**config.mk**
```make
export PLATFORM = sky130hd
export DESIGN_NAME = dlc_link_ctrl
export DESIGN_NICKNAME = d
export VERILOG_FILES = /design/src/dlc_pkg.sv /design/src/dlc_link_ctrl.sv
export SDC_FILE = /design/constraint.sdc
export NUM_CORES = 1
export LEC_CHECK = 0
export BUFFER_PORTS_ARGS = -buffer_cell sky130_fd_sc_hd__buf_2
export CAP_MARGIN = 10
export CELL_PAD_IN_SITES_DETAIL_PLACEMENT = 0
export CELL_PAD_IN_SITES_GLOBAL_PLACEMENT = 1
export CORE_ASPECT_RATIO = 0.75
export CORE_MARGIN = 8
export CORE_UTILIZATION = 33
export CTS_CLUSTER_SIZE = 10
export DETAILED_ROUTE_END_ITERATION = 8
export PLACE_DENSITY_LB_ADDON = 0.1
export SETUP_SLACK_MARGIN = 0.15
export SYNTH_ARGS = -nofsm -noshare
export SYNTH_HDL_FRONTEND = slang
export SYNTH_SLANG_ARGS = --single-unit
```
**constraint.sdc**
```tcl
create_clock -name clk -period 2 [get_ports clk]
set_clock_uncertainty 0.15 [all_clocks]
set_input_delay 0.5 -clock clk [delete_from_list [all_inputs] [get_ports clk]]
set_output_delay 0.5 -clock clk [all_outputs]
set_load 0.1 [all_outputs]
```
**src/dlc_pkg.sv**
```systemverilog
// Shared types and constants of the directed link change and hot reset block.
// Assumes a single 250 MHz user clock shared with the link training engine.
package dlc_pkg;

  // ----------------------------------------------------------------------
  // Encodings
  // ----------------------------------------------------------------------
  localparam logic [1:0] CHG_NONE = 2'h0;
  localparam logic [1:0] CHG_WIDTH = 2'h1;
  localparam logic [1:0] CHG_SPEED = 2'h2;
  localparam logic [1:0] CHG_BOTH = 2'h3;

  localparam logic SPEED_2G5 = 1'b0;
  localparam logic SPEED_5G0 = 1'b1;

  localparam logic [1:0] LANES_X1 = 2'h0;
  localparam logic [1:0] LANES_X2 = 2'h1;
  localparam logic [1:0] LANES_X4 = 2'h2;
  localparam logic [1:0] LANES_X8 = 2'h3;

  localparam logic DEEMPH_6DB = 1'b0;
  localparam logic DEEMPH_3P5DB = 1'b1;

  localparam logic DSRC_PARTNER = 1'b0;
  localparam logic DSRC_LINKCTL2 = 1'b1;

  localparam logic [1:0] AUTO_SPEED_ENABLED = 2'h3;

  localparam int unsigned LTS_W = 6;
  localparam logic [LTS_W-1:0] LTS_HOT_RESET = 6'h21;
  localparam logic [LTS_W-1:0] LTS_RESET_VAL = 6'h00;

  // ----------------------------------------------------------------------
  // Carriers
  // ----------------------------------------------------------------------
  // Directed change request from the user logic
  typedef struct packed {
    logic [1:0] code;
    logic speed;
    logic [1:0] lanes;
    logic autonomous;
  } dlc_req_t;

  // Command handed to the link training engine
  typedef struct packed {
    logic valid;
    logic do_width;
    logic do_speed;
    logic speed;
    logic [1:0] lanes;
    logic autonomous;
  } dlc_cmd_t;

  // Status reported by the link training engine
  typedef struct packed {
    logic link_up;
    logic gen2_capable;
    logic [LTS_W-1:0] state;
    logic cmd_accept;
    logic change_done;
  } dlc_eng_t;

  localparam dlc_cmd_t CMD_IDLE = '{default: 1'b0};

endpackage

```
**src/dlc_link_ctrl.sv**
```systemverilog
// User-side physical layer control: directed width/speed change, 5.0 Gb/s
// de-emphasis selection and role-specific hot reset handling.
// Assumes the link training engine and the user logic share clk.
//
// What this block does
// (RULE1) User logic asks for none, width, speed or both by a two-bit code while link is up.
// (RULE2) Target speed low is 2.5 Gb/s, high is 5.0 Gb/s, high only if second gen capable.
// (RULE3) As root port, speed or combined changes need the auto speed attribute at 11.
// (RULE4) A reason bit goes with each change: low for reliability, high for autonomous need.
// (RULE5) Target lane count codes 00, 01, 10, 11 mean one, two, four and eight lanes.
// (RULE6) The block raises a completion output once a directed width or speed change is done.
// (RULE7) As endpoint, the de-emphasis preference sets the de-emphasis requested at 5.0 Gb/s.
// (RULE8) De-emphasis preference low selects -6 dB and high selects -3.5 dB.
// (RULE9) User logic may move the de-emphasis preference along with a 2.5 to 5.0 Gb/s request.
// (RULE10) As endpoint, the block raises hot-reset-received when an in-band hot reset arrives.
// (RULE11) As root port, user logic holds the hot reset send input until the state reads 6'h21.
// (RULE12) After the hot reset state is reached the send input may drop and the link retrains.
// (RULE13) As root port, source low takes partner de-emphasis and high takes link control 2.
// (RULE14) User logic returns the code to no-change after completion, before the next change.
module dlc_link_ctrl #(
  parameter logic [1:0] ROOTPORT_AUTO_SPEED_ATTR = 2'h0
) (
  // Clock and reset
  input wire logic clk,
  input wire logic arst_n,
  // Role strap, static after reset: high for root port
  input wire logic role_rootport,
  // User directed change request
  input wire logic [1:0] change_request_code,
  input wire logic target_speed_select,
  input wire logic [1:0] target_lane_count,
  input wire logic change_reason_autonomous,
  output logic change_complete,
  // User de-emphasis and hot reset controls
  input wire logic endpoint_deemphasis_pref,
  input wire logic rootport_deemphasis_source,
  input wire logic inband_reset_send,
  output logic inband_reset_received,
  // User status
  output logic link_up,
  output logic second_gen_capable,
  output logic [dlc_pkg::LTS_W-1:0] link_training_state,
  // Link training engine side
  input wire dlc_pkg::dlc_eng_t eng_status,
  input wire logic partner_deemph,
  input wire logic linkctl2_deemph,
  output dlc_pkg::dlc_cmd_t eng_cmd,
  output logic eng_tx_deemph,
  output logic eng_hot_reset_tx
);

  // ----------------------------------------------------------------------
  // Role capture
  // ----------------------------------------------------------------------
  // The strap is caught by the first clocked edge after release, never by
  // the reset itself.
  logic role_seen_q;
  logic rootport_q;

  always_ff @(posedge clk or negedge arst_n) begin
    if (!arst_n) begin
      role_seen_q <= 1'b0;
      rootport_q <= 1'b0;
    end else if (!role_seen_q) begin
      role_seen_q <= 1'b1;
      rootport_q <= role_rootport;
    end
  end

  // ----------------------------------------------------------------------
  // Status mirror
  // ----------------------------------------------------------------------
  always_ff @(posedge clk or negedge arst_n) begin
    if (!arst_n) begin
      link_up <= 1'b0;
      second_gen_capable <= 1'b0;
      link_training_state <= dlc_pkg::LTS_RESET_VAL;
    end else begin
      link_up <= eng_status.link_up;
      second_gen_capable <= eng_status.gen2_capable;
      link_training_state <= eng_status.state;
    end
  end

  // ----------------------------------------------------------------------
  // Request qualification
  // ----------------------------------------------------------------------
  dlc_pkg::dlc_req_t req;
  logic want_width;
  logic want_speed;
  logic speed_allowed;
  logic req_ok;

  assign req = '{code: change_request_code, speed: target_speed_select,
                 lanes: target_lane_count, autonomous: change_reason_autonomous};
  assign want_width = req.code == dlc_pkg::CHG_WIDTH || req.code == dlc_pkg::CHG_BOTH;
  assign want_speed = req.code == dlc_pkg::CHG_SPEED || req.code == dlc_pkg::CHG_BOTH;

  // A speed move the port cannot make is dropped rather than sent to the
  // engine, which would otherwise sit in recovery with no way out.
  always_comb begin
    speed_allowed = 1'b1;
    if (want_speed && req.speed == dlc_pkg::SPEED_5G0 && !eng_status.gen2_capable) begin
      speed_allowed = 1'b0; // [RULE2]
    end
    if (want_speed && rootport_q &&
        ROOTPORT_AUTO_SPEED_ATTR != dlc_pkg::AUTO_SPEED_ENABLED) begin
      speed_allowed = 1'b0; // [RULE3]
    end
  end

  // Only taken while the link is up
  assign req_ok = role_seen_q && eng_status.link_up && req.code != dlc_pkg::CHG_NONE &&
                  speed_allowed; // [RULE1]

  // ----------------------------------------------------------------------
  // Directed change sequencer
  // ----------------------------------------------------------------------
  typedef enum logic [1:0] {
    ST_IDLE,
    ST_ISSUE,
    ST_WAIT,
    ST_DONE
  } dlc_state_t;

  dlc_state_t state_q;
  dlc_state_t state_d;

  always_comb begin
    state_d = state_q;
    case (state_q)
      ST_IDLE: begin
        if (req_ok) begin
          state_d = ST_ISSUE;
        end
      end
      ST_ISSUE: begin
        if (!eng_status.link_up) begin
          state_d = ST_IDLE;
        end else if (eng_status.cmd_accept) begin
          state_d = ST_WAIT;
        end
      end
      ST_WAIT: begin
        if (eng_status.change_done) begin
          state_d = ST_DONE;
        end else if (!eng_status.link_up) begin
          state_d = ST_IDLE;
        end
      end
      ST_DONE: begin
        // Held until the user withdraws the code, so one request yields one change
        if (change_request_code == dlc_pkg::CHG_NONE) begin
          state_d = ST_IDLE; // [RULE14]
        end
      end
      default: begin
        state_d = ST_IDLE;
      end
    endcase
  end

  always_ff @(posedge clk or negedge arst_n) begin
    if (!arst_n) begin
      state_q <= ST_IDLE;
    end else begin
      state_q <= state_d;
    end
  end

  // Command latched when a qualified request is taken in idle; valid held until the engine accepts it or the link drops
  always_ff @(posedge clk or negedge arst_n) begin
    if (!arst_n) begin
      eng_cmd <= dlc_pkg::CMD_IDLE;
    end else if (state_q == ST_IDLE && req_ok) begin
      eng_cmd.valid <= 1'b1;
      eng_cmd.do_width <= want_width;
      eng_cmd.do_speed <= want_speed;
      eng_cmd.speed <= req.speed; // [RULE2]
      eng_cmd.lanes <= req.lanes; // [RULE5]
      eng_cmd.autonomous <= req.autonomous; // [RULE4]
    end else if (state_d != ST_ISSUE) begin
      eng_cmd.valid <= 1'b0;
    end
  end

  always_ff @(posedge clk or negedge arst_n) begin
    if (!arst_n) begin
      change_complete <= 1'b0;
    end else begin
      change_complete <= state_d == ST_DONE; // [RULE6]
    end
  end

  // ----------------------------------------------------------------------
  // Transmitter de-emphasis at 5.0 Gb/s
  // ----------------------------------------------------------------------
  // Endpoint preference is sampled every cycle so it can move together with
  // a speed-up request; the engine reads it when it enters the new rate.
  always_ff @(posedge clk or negedge arst_n) begin
    if (!arst_n) begin
      eng_tx_deemph <= dlc_pkg::DEEMPH_6DB;
    end else if (!rootport_q) begin
      eng_tx_deemph <= endpoint_deemphasis_pref; // [RULE7] [RULE8] [RULE9]
    end else if (rootport_deemphasis_source == dlc_pkg::DSRC_LINKCTL2) begin
      eng_tx_deemph <= linkctl2_deemph; // [RULE13]
    end else begin
      eng_tx_deemph <= partner_deemph; // [RULE13]
    end
  end

  // ----------------------------------------------------------------------
  // Hot reset
  // ----------------------------------------------------------------------
  // Root port: forward the user's hold; retraining starts when it drops.
  always_ff @(posedge clk or negedge arst_n) begin
    if (!arst_n) begin
      eng_hot_reset_tx <= 1'b0;
    end else begin
      eng_hot_reset_tx <= rootport_q && inband_reset_send; // [RULE11] [RULE12]
    end
  end

  // Endpoint: report while the engine sits in the hot reset state
  always_ff @(posedge clk or negedge arst_n) begin
    if (!arst_n) begin
      inband_reset_received <= 1'b0;
    end else begin
      inband_reset_received <= role_seen_q && !rootport_q &&
                               eng_status.state == dlc_pkg::LTS_HOT_RESET; // [RULE10]
    end
  end

endmodule

```
==> results.md, run 1 <==
* Largest family of logic cells by synthesized area: multiplexers
* Post-Synth Adder-Cell Area at 0%
* Synth-to-Final Area Change at 34.23%
* Worst path top cell family by delay: buffers and inverters
* Hold Path Class: primary input to flop
* Residual DRC count at 0
* Worst-Margin Slew at 0.5032 ns
* Worst path slowest cell: buf_2
* Post-synth EDFFs at 0
* Outcome: finished, final reports clean
* Non-Filler Instances at 140
* Cell taking the most area after synthesis: dfrtp_1
* Most numerous cell in the Yosys netlist: dfrtp_1
* Starting DRT DRC Count at 18
* Simple-Gate Fraction of Synth Area at 11.21%
* Final Hold Vio Count at 0
* Fmax at 563.5 MHz
* Crit-path cells: buf_2
* FF-to-FF setup slack at 0.33 ns
* Max incr delay on CP at 0.43 ns
* GR met2 Demand/Resource at 14.37%
* Final wirelength at 1.846 mm
* Clk sinks at 23
* Worst VDD drop at 0.4651 mV
* Placed cell count at 135
* Largest net degree at the start of global routing at 24
* GR Util met1 at 9.851%
* Required @ worst endpoint at 1.35 ns
* Psw at 933.5 uW
* Power density cells at 1565 nW/um2
* Post-Syn Nets at 84
* WL/cell at 13.19 um
* Total grt overflow at 0
* Vias per inst at 4.307
* Slew Limit Headroom at 66.45%
* Worst setup SP type: flop
* Synth area leaders: dfrtp_1 69%, mux2_4 9.0%, nor4bb_1 2.4%, inv_1 2.2%, o21ai_0 1.8%
* Met3 Use GR at 3.378%
* Fraction of layout cells with a size suffix above 1 at 50.00%
* Die ar. at 4421 um2
* Setup Buffers After CTS at 0
* Post-Syn Area at 837.1 um2
* Final setup fails at 0
* Worst-path maximum fanout at 2
* Reg-to-reg critical path endpoint: eng_cmd[3]
* Vias in the first global route at 650
* Worst Path Buf+Inv at 1
* Core Footprint at 2346 um2
* Fin crit share at 88.72%
* Antenna violations before repair at 0
* Antenna Cells at 0
* IO Count at 43
* # rows at 15
* Post-DP HPWL at 1.486 mm
* Number of I/O port buffers at 42
* Yosys warns at 0
* Combinational Power Share at 52.1%
* Synth Area in Compound Gates at 4.484%
* Reg power frac at 35.9%
* Worst path depth at 1
* Post-synthesis mux area share at 11.51%
* Via count at 603
* Design area at 1124 um2
* P_leak at 0.0006155 uW
* Die Span X at 74.16 um
* Reg2reg path depth at 4
* Gpl congestion at 0.7396
* Die Height at 59.62 um
* P_int at 825.3 uW
* Clock Pin Slew Worst Setup and Hold Paths at 0.12 ns
* Detail Route Antenna Nets at 0
* Commonest cells post-synth: 23 x dfrtp_1, 5 x inv_1, 5 x mux2_4
* Netlist cell types at 21
* Clk buf depth at 2
* Root buffer cell: clkbuf_4
* Total CTS buffers at 3
* Critical path destination: eng_cmd[5]
* FF-to-FF Start: state_q[0]
* Worst skew pair latency at 0.31 ns
* Crit Path Category: flop to output pin
* RSZ-0062 raised after global routing: false
* Htree depth at 1
* Global routing's busiest layer: met2
* Top FF cell, synth: dfrtp_1
* Post-Syn Instances at 60
* Power share of the clock group at 11.9%
* WP data arrival at 1.12 ns
* Register area share after synthesis at 68.76%
* First-pass GRT wire length at 2.925 mm
* Starting Density at 35.68%
* Xor/xnor share of the synthesized area at 0%
* Crit. End Element: output pin
* 1st-pass router iterations at 4
* Post-synth ARST share at 100.0%
* Top-area cell type share of the netlist area at 68.76%
* #FFs+latches synth at 23
* TritonCTS clock tree: done
* GRT Overall Usage at 8.714%
* Switching share of power at 53.08%
* Slew Limit Fails at 0
* Worst setup path startpoint: eng_cmd[5]
* Max-cap violations at 0
* Final nets at 131
* Post-Syn Area per Cell at 13.95 um2
* Period minus WS final at 1.774 ns
* Area after DPL at 1079 um2
-- cell type report --
cell class | instances | area (um2)
fill | 234 | 1222
sequential | 23 | 575.6
multi-input combinational | 31 | 239.0
timing repair buffer | 43 | 220.2
tap | 34 | 42.54
clock buffer | 3 | 22.52
inverter | 5 | 18.77
clock inverter | 1 | 5.005
-- sequential cells by signal, indices dropped and copies added, names as in the netlist --
name and flops:
inband_reset_received 1, rootport_q 1, link_training_state 6, link_up 1, eng_cmd 7, state_q 2, eng_tx_deemph 1, second_gen_capable 1
change_complete 1, eng_hot_reset_tx 1, role_seen_q 1
-- worst reg2reg max path, cell delays in order (launching register included) --
cell and delay, ns:
dfrtp_1 0.45, nor4bb_1 0.31, o21ai_1 0.13, nand2b_4 0.22
mux2_4 0.32
-- stage by stage --
stage / total power [uW] / utilization (%) / hold slack [ns] / worst slack (ns) / setup TNS, ns
floorplan: 1404 / - / 0.05441 / 0.3299 / 0
global placement: 1553 / 45.97 / 0.3428 / 0.02168 / 0
detailed placement: 1565 / 45.97 / 0.3441 / -0.06085 / -0.2772
CTS: 1776 / 47.68 / 0.1391 / 0.2182 / 0
global route: 1842 / 47.89 / 0.1251 / 0.1801 / 0
finish: 1759 / 47.89 / 0.1480 / 0.2255 / 0
-- placed cells by master, fill, tap and decap left out --
| master | instances |
|---|---|
| nand4_1 | 1 |
| dlygate4sd3_1 | 1 |
| nor2b_1 | 1 |
| clkinv_2 | 1 |
| a21oi_1 | 2 |
| nand3b_1 | 1 |
| nor2_1 | 4 |
| and2_1 | 1 |
| clkbuf_4 | 3 |
| nand3_1 | 1 |
| buf_2 | 42 |
| nand2b_4 | 1 |
| dfrtp_1 | 23 |
| mux2i_1 | 1 |
| mux2_2 | 1 |
| nor4bb_1 | 2 |
| o21ai_0 | 3 |
| conb_1 | 1 |
| o21ai_1 | 1 |
| inv_1 | 5 |
| mux2_4 | 5 |
| o211ai_1 | 1 |
| nand2_1 | 3 |
| and4b_1 | 1 |
-- power by group through the flow --
stage                     Sequential [uW]  Clock, uW  Combinational, uW
after floorplan                      1250          0                156
after global placement                641          0                912
after detailed placement              644          0                921
after CTS                             635        217                925
after global routing                  649        238                955
final                                 632        210                917
-- kinds of logic (layout without fill, tap and decap cells) --
group / after synthesis / count (layout)
compound gates: 7 / 7
buf+inv: 6 / 52
flops: 23 / 23
simple gates: 16 / 16
other cells: 1 / 1
mux: 7 / 7
-- how the worst min path moves through the flow --
stage                             start                      to  slack, ns  cells after the start
after floorplan                  arst_n         change_complete       0.05                      0
after global routing      eng_status[6]  link_training_state[4]       0.13                      1
final                     eng_status[7]  link_training_state[5]       0.15                      1
after CTS                 eng_status[6]  link_training_state[4]       0.14                      1
after global placement       eng_cmd[1]              eng_cmd[1]       0.34                      1
after detailed placement     eng_cmd[0]              eng_cmd[0]       0.34                      1
-- layer usage --
layer  part of all wire [%]  vias to the layer above  wire length [um]
met4                    1.2                        0                22
met1                     41                      283               760
met2                     48                       22               879
met5                      0                        -                 0
met3                     10                        2               184
li1                       -                      296                 -
-- repair_timing --
item,CTS,global route
gates resized for setup,1,1
hold buffers,1,0
hold endpoints to repair,13,0
endpoints found under the setup margin,5,5
(Power assumes the default switching activity.)
==> inputs of run 2 (changes only) <==
BUFFER_PORTS_ARGS = default   (was -buffer_cell sky130_fd_sc_hd__buf_2)
CORE_UTILIZATION = 44   (was 33)
DONT_BUFFER_PORTS = 1   (was default)
GPL_ROUTABILITY_DRIVEN = 0   (was default)
TNS_END_PERCENT = 100   (was default)
==> run 2 against run 1 <==
- combinational power down 34%
- largest power group is now sequential cells
- worst setup slack better by 0.11 ns
- first-iteration DRC count down 50%
- critical path depth up 3
- critical endpoint is now eng_cmd[0]
- utilization up 11 points
- critical path type is now flop to flop
- non-clock buffer count down 25
- die area down 19%
- register-to-register slack about the same
- highest routed layer unchanged
==> results.md, run 2 (synthesized netlist as in run 1, its figures left out) <==
* Max-cap violations at 0 (unchanged)
* Commonest cells after routing, fill and taps aside: 19 x dfrtp_1, 17 x buf_4, 5 x inv_1, 5 x mux2_4
* Crit Path Category: flop to flop
* Fmax at 602.4 MHz (+6.9%)
* Area after DPL at 980.9 um2 (-9.0%)
* Crit-path cells: nor4bb_1 > o21ai_1 > nand2b_4 > mux2_4
* WP data arrival at 1.71 ns (+0.59 ns)
* TritonCTS clock tree: done
* Detail Route Antenna Nets at 0 (unchanged)
* Worst Path Buf+Inv at 0 (-1)
* Total grt overflow at 0 (unchanged)
* Fraction of layout cells with a size suffix above 1 at 38.27% (-12 points)
* Htree depth at 1 (unchanged)
* Synth-to-Final Area Change at 23.02%
* Fin crit share at 83.00% (-5.7 points)
* Starting DRT DRC Count at 9 (-9)
* Crit. End Element: flop
* Power density cells at 1702 nW/um2 (+8.8%)
* First-pass GRT wire length at 2.718 mm (-7.1%)
* Vias per inst at 5.068 (+18%)
* Final Hold Vio Count at 0 (unchanged)
* Final setup fails at 0 (unchanged)
* Die Height at 53.77 um (-9.8%)
* Max incr delay on CP at 0.45 ns (+0.02 ns)
* Residual DRC count at 0 (unchanged)
* Clk buf depth at 2 (unchanged)
* Design area at 1030 um2 (-8.4%)
* Sum Neg Setup Slack at 0 ns (unchanged)
* Die Span X at 66.37 um (-11%)
* Antenna violations before repair at 0 (unchanged)
* Total CTS buffers at 3 (unchanged)
* Max FFs per register at 7 (unchanged)
* FF-to-FF Start: state_q[0]
* Worst-path maximum fanout at 8 (+6)
* P_leak at 0.0005214 uW (-15%)
* 1st-pass router iterations at 4 (unchanged)
* Slew Limit Fails at 0 (unchanged)
* Hold Path Origin: eng_status[4]
* Fin util at 58.62% (+11 points)
* Total power at 1753 uW (-0.33%)
* Commonest non-fill, non-tap cell in the layout: dfrtp_1
* Top flop regs: eng_cmd (7), link_training_state (6), state_q (2)
* Via count at 522 (-13%)
* Clk sinks at 23 (unchanged)
* Root buffer cell: clkbuf_4
* Clock Pin Slew Worst Setup and Hold Paths at 0.11 ns (about the same)
* # rows at 13 (-2)
* Outcome: finished, final reports clean
* Worst VDD drop at 0.8953 mV (+93%)
* Final nets at 106 (-19%)
* WL/cell at 16.92 um (+28%)
* Worst path slowest cell: dfrtp_1
* Starting Density at 47.65% (+12 points)
* Worst path top cell family by delay: simple AND/OR/NAND/NOR gates
* IO Count at 43 (unchanged)
* Antenna Cells at 0 (unchanged)
* Vias in the first global route at 535 (-18%)
* Die ar. at 3568 um2 (-19%)
* Final wirelength at 1.743 mm (-5.6%)
* Worst-Margin Slew at 1.003 ns (+0.5000 ns)
* Largest net degree at the start of global routing at 24 (unchanged)
* Hold Path Class: primary input to flop
* Top reg by flops: eng_cmd
* Worst setup SP type: flop
* Setup Buffers After CTS at 0 (unchanged)
* Worst setup path startpoint: state_q[0]
* Slew Limit Headroom at 32.90% (-34 points)
* RSZ-0062 raised after global routing: false
* Worst skew pair latency at 0.30 ns (about the same)
* Period minus WS final at 1.660 ns (-0.1145 ns)
* GRT Overall Usage at 10.23% (+1.5 points)
* Number of I/O port buffers at 0 (-100%)
* Core Footprint at 1757 um2 (-25%)
* Required @ worst endpoint at 2.05 ns (+0.70 ns)
run 2: routing by layer:
| metal | GRT usage (%) | up-vias | share of wire [%] |
|---|---|---|---|
| li1 | - | 240 | - |
| met1 | 9.828 | 255 | 37 |
| met2 | 18.08 | 25 | 49 |
| met3 | 7.039 | 2 | 13 |
| met4 | 2.120 | 0 | 0.75 |
| met5 | 0 | - | 0 |
run 2: worst paths after layout:
| check | cells past startpoint | end | slack [ns] |
|---|---|---|---|
| max in group asynchronous | 1 | eng_cmd[5] | 0.38 |
| setup reg to reg | 4 | eng_cmd[0] | 0.34 |
| hold / removal | 0 | link_training_state[2] | 0.06 |
| setup / recovery | 4 | eng_cmd[0] | 0.34 |
| hold reg to reg | 1 | eng_tx_deemph | 0.41 |
| min in group asynchronous | 1 | eng_tx_deemph | 0.66 |
run 2: final cells by class:
cell class,instances,area [um2]
fill,156,726.9
tap,22,27.53
inverter,5,18.77
multi-input combinational,31,239.0
clock buffer,4,26.28
sequential,23,580.6
timing repair buffer,18,137.6
run 2: power by group:
part | switching, uW | internal, uW | leakage, uW
Sequential | 375 | 572 | 0.000274
Clock | 125 | 77.7 | 0.0000150
Combinational | 415 | 189 | 0.000233
Total | 915 | 838 | 0.000521
run 2: worst reg2reg max path, stage by stage (launching register included):
cell	delay, ns
dfrtp_1	0.45
nor4bb_1	0.28
o21ai_1	0.13
nand2b_4	0.22
mux2_4	0.32
run 2: repair_timing:
item	4_1_cts	5_1_grt
resized for setup	5	1
endpoints found under the setup margin	9	5
hold buffers	1	0
gates cloned	0	0
hold endpoints to repair	23	0
run 2: metrics by stage:
stage                     instances  setup slack (ns)  hold slack (ns)
after floorplan                  60            0.3299          0.05441
after global placement           98            0.1642          0.05499
after detailed placement         98            0.1145          0.05499
after CTS                       103            0.2227          0.05311
after global routing            103            0.1810          0.03591
final                           103            0.3400          0.06352
==> inputs of run 3 (changes only) <==
CORE_UTILIZATION = 40   (was 44)
clock period = 1.5 ns   (was 2 ns; I/O delays follow)
==> run 3 against run 2 <==
- the flow now finishes with violations (setup timing)
- utilization grew 13 points
- total power grew 61%
- wire length grew 18%
- first-iteration DRC count grew 44%
- clock power grew 39%
- clock-buffer cell count is the same
- combinational power grew to 2.5 times the previous value
- largest cell class unchanged
==> results.md, run 3 (synthesized netlist as in run 1, its figures left out) <==
* TritonCTS clock tree: done
* Final setup fails at 7 (+7)
* Required @ worst endpoint at 1.56 ns (-0.49 ns)
* Root buffer cell: clkbuf_4
* RSZ-0062 raised after global routing: true
* Worst-path maximum fanout at 6 (-2)
* Power density cells at 1966 nW/um2 (+15%)
* Crit. End Element: flop
* Area after DPL at 1201 um2 (+22%)
* Period minus WS final at 1.621 ns (-0.03882 ns)
* Total grt overflow at 0 (unchanged)
* Synth-to-Final Area Change at 71.45%
* Crit Path Category: flop to flop
* Worst skew pair latency at 0.31 ns (about the same)
* Top flop regs: eng_cmd (7), link_training_state (6), state_q (2)
* Non-Filler Instances at 122 (+18%)
* Final Hold Vio Count at 0 (unchanged)
* Hold Path Class: primary input to flop
* Die ar. at 3827 um2 (+7.3%)
* Max FFs per register at 7 (unchanged)
* Total power at 2821 uW (+61%)
* Design area at 1435 um2 (+39%)
* Antenna Cells at 0 (unchanged)
* Antenna violations before repair at 0 (unchanged)
* Worst setup SP type: flop
* Failing checks: setup timing
* Die Height at 55.62 um (+3.4%)
* Vias in the first global route at 582 (+8.8%)
* WL/cell at 16.90 um (-0.12%)
* IO Count at 43 (unchanged)
* # rows at 14 (+1)
* Clock Pin Slew Worst Setup and Hold Paths at 0.12 ns (about the same)
* Starting DRT DRC Count at 13 (+4)
* Final wirelength at 2.062 mm (+18%)
* Number of I/O port buffers at 0 (unchanged)
* WP data arrival at 1.68 ns (-0.03 ns)
* Commonest non-fill, non-tap cell in the layout: buf_12
* Commonest cells after routing, fill and taps aside: 18 x buf_12, 12 x dfrtp_2, 9 x dfrtp_1, 9 x dlygate4sd3_1, 8 x buf_4
* Core Footprint at 1997 um2 (+14%)
* Detail Route Antenna Nets at 0 (unchanged)
* Final hold slack at 0.02659 ns (-0.03694 ns)
* Vias per inst at 4.721 (-6.8%)
* P_leak at 0.0006654 uW (+28%)
* Worst VDD drop at 2.384 mV (+170%)
* Outcome: complete, but fails checks
* First-pass GRT wire length at 3.125 mm (+15%)
* 1st-pass router iterations at 2 (-2)
* Worst Setup Slack, final at -0.1212 ns (-0.4612 ns)
* Starting Density at 41.92% (-5.7 points)
* Fin util at 71.87% (+13 points)
* GRT Overall Usage at 10.83% (+0.59 points)
* Residual DRC count at 0 (unchanged)
* Post-DP HPWL at 1.477 mm
* Via count at 576 (+10%)
* Clk buf depth at 2 (unchanged)
* Largest net degree at the start of global routing at 24 (unchanged)
* Fmax at 616.8 MHz (+2.4%)
* Clk sinks at 23 (unchanged)
* Fraction of layout cells with a size suffix above 1 at 53.06% (+15 points)
* Total CTS buffers at 3 (unchanged)
* Top reg by flops: eng_cmd
* Die Span X at 68.82 um (+3.7%)
* Slew Limit Fails at 0 (unchanged)
* Final nets at 123 (+16%)
* Max-cap violations at 0 (unchanged)
* Fin crit share at 108.1% (+25 points)
* Htree depth at 1 (unchanged)
* Placed cell count at 105 (+7.1%)
==> run 3: changes by cell type in the layout (fill, tap and decap cells not counted) <==
cell           change
dfrtp_4            +2
nor4bb_1           -2
buf_4              -9
dlygate4sd3_1      +8
buf_12            +18
dfrtp_2            +8
nor4bb_2           +2
dfrtp_1           -10
==> run 3: path summary, 6_finish.rpt <==
check	to	start	slack [ns]	depth (start not counted)
setup / recovery	eng_cmd[0]	state_q[0]	-0.12	4
hold / removal	state_q[1]	eng_status[9]	0.03	2
setup reg to reg	eng_cmd[0]	state_q[0]	-0.12	4
hold reg to reg	eng_tx_deemph	rootport_q	0.43	2
max in group asynchronous	eng_cmd[6]	arst_n	0.72	2
min in group asynchronous	link_training_state[0]	arst_n	0.33	2
==> run 3: what timing repair did <==
item	4_1_cts	5_1_grt
resized for setup	17	1
setup endpoints to repair	27	28
buffers inserted	2	1
pin swaps	0	1
hold buffers	8	2
endpoints found under the hold margin	31	23
==> run 3: report_power, final <==
part           switching [uW]  internal, uW
registers                 251           775
logic                     894           619
clock network             180           104
total                    1320          1500
==> run 3: cell type report <==
class,instances,area [um2]
flip-flops and latches,23,598.1
fillers,142,561.8
repair buffers,35,510.5
multi-input cells,31,251.5
well taps,24,30.03
clock buffers,4,26.28
inverters,5,18.77
==> run 3: metal layers <==
metal | vias to the layer above | track usage [%] | share of wire [%]
met2 | 23 | 17.35 | 50
met4 | 0 | 1.714 | 0.63
li1 | 276 | - | -
met5 | - | 0 | 0
met3 | 2 | 6.841 | 12
met1 | 275 | 11.96 | 38
==> run 3: through the flow <==
step | setup slack (ns) | TNS (ns)
2_1_floorplan | -0.07931 | -0.3966
3_3_place_gp | -0.1887 | -1.241
3_5_place_dp | -0.2777 | -1.946
4_1_cts | -0.1267 | -0.7023
5_1_grt | -0.2241 | -1.489
6_report | -0.1212 | -0.6497
==> run 3: worst max-delay path, stage by stage, from the launching register on <==
cell      delay (ns)
dfrtp_1         0.42
nor4bb_2        0.31
o21ai_1         0.12
nand2b_4        0.20
mux2_4          0.32
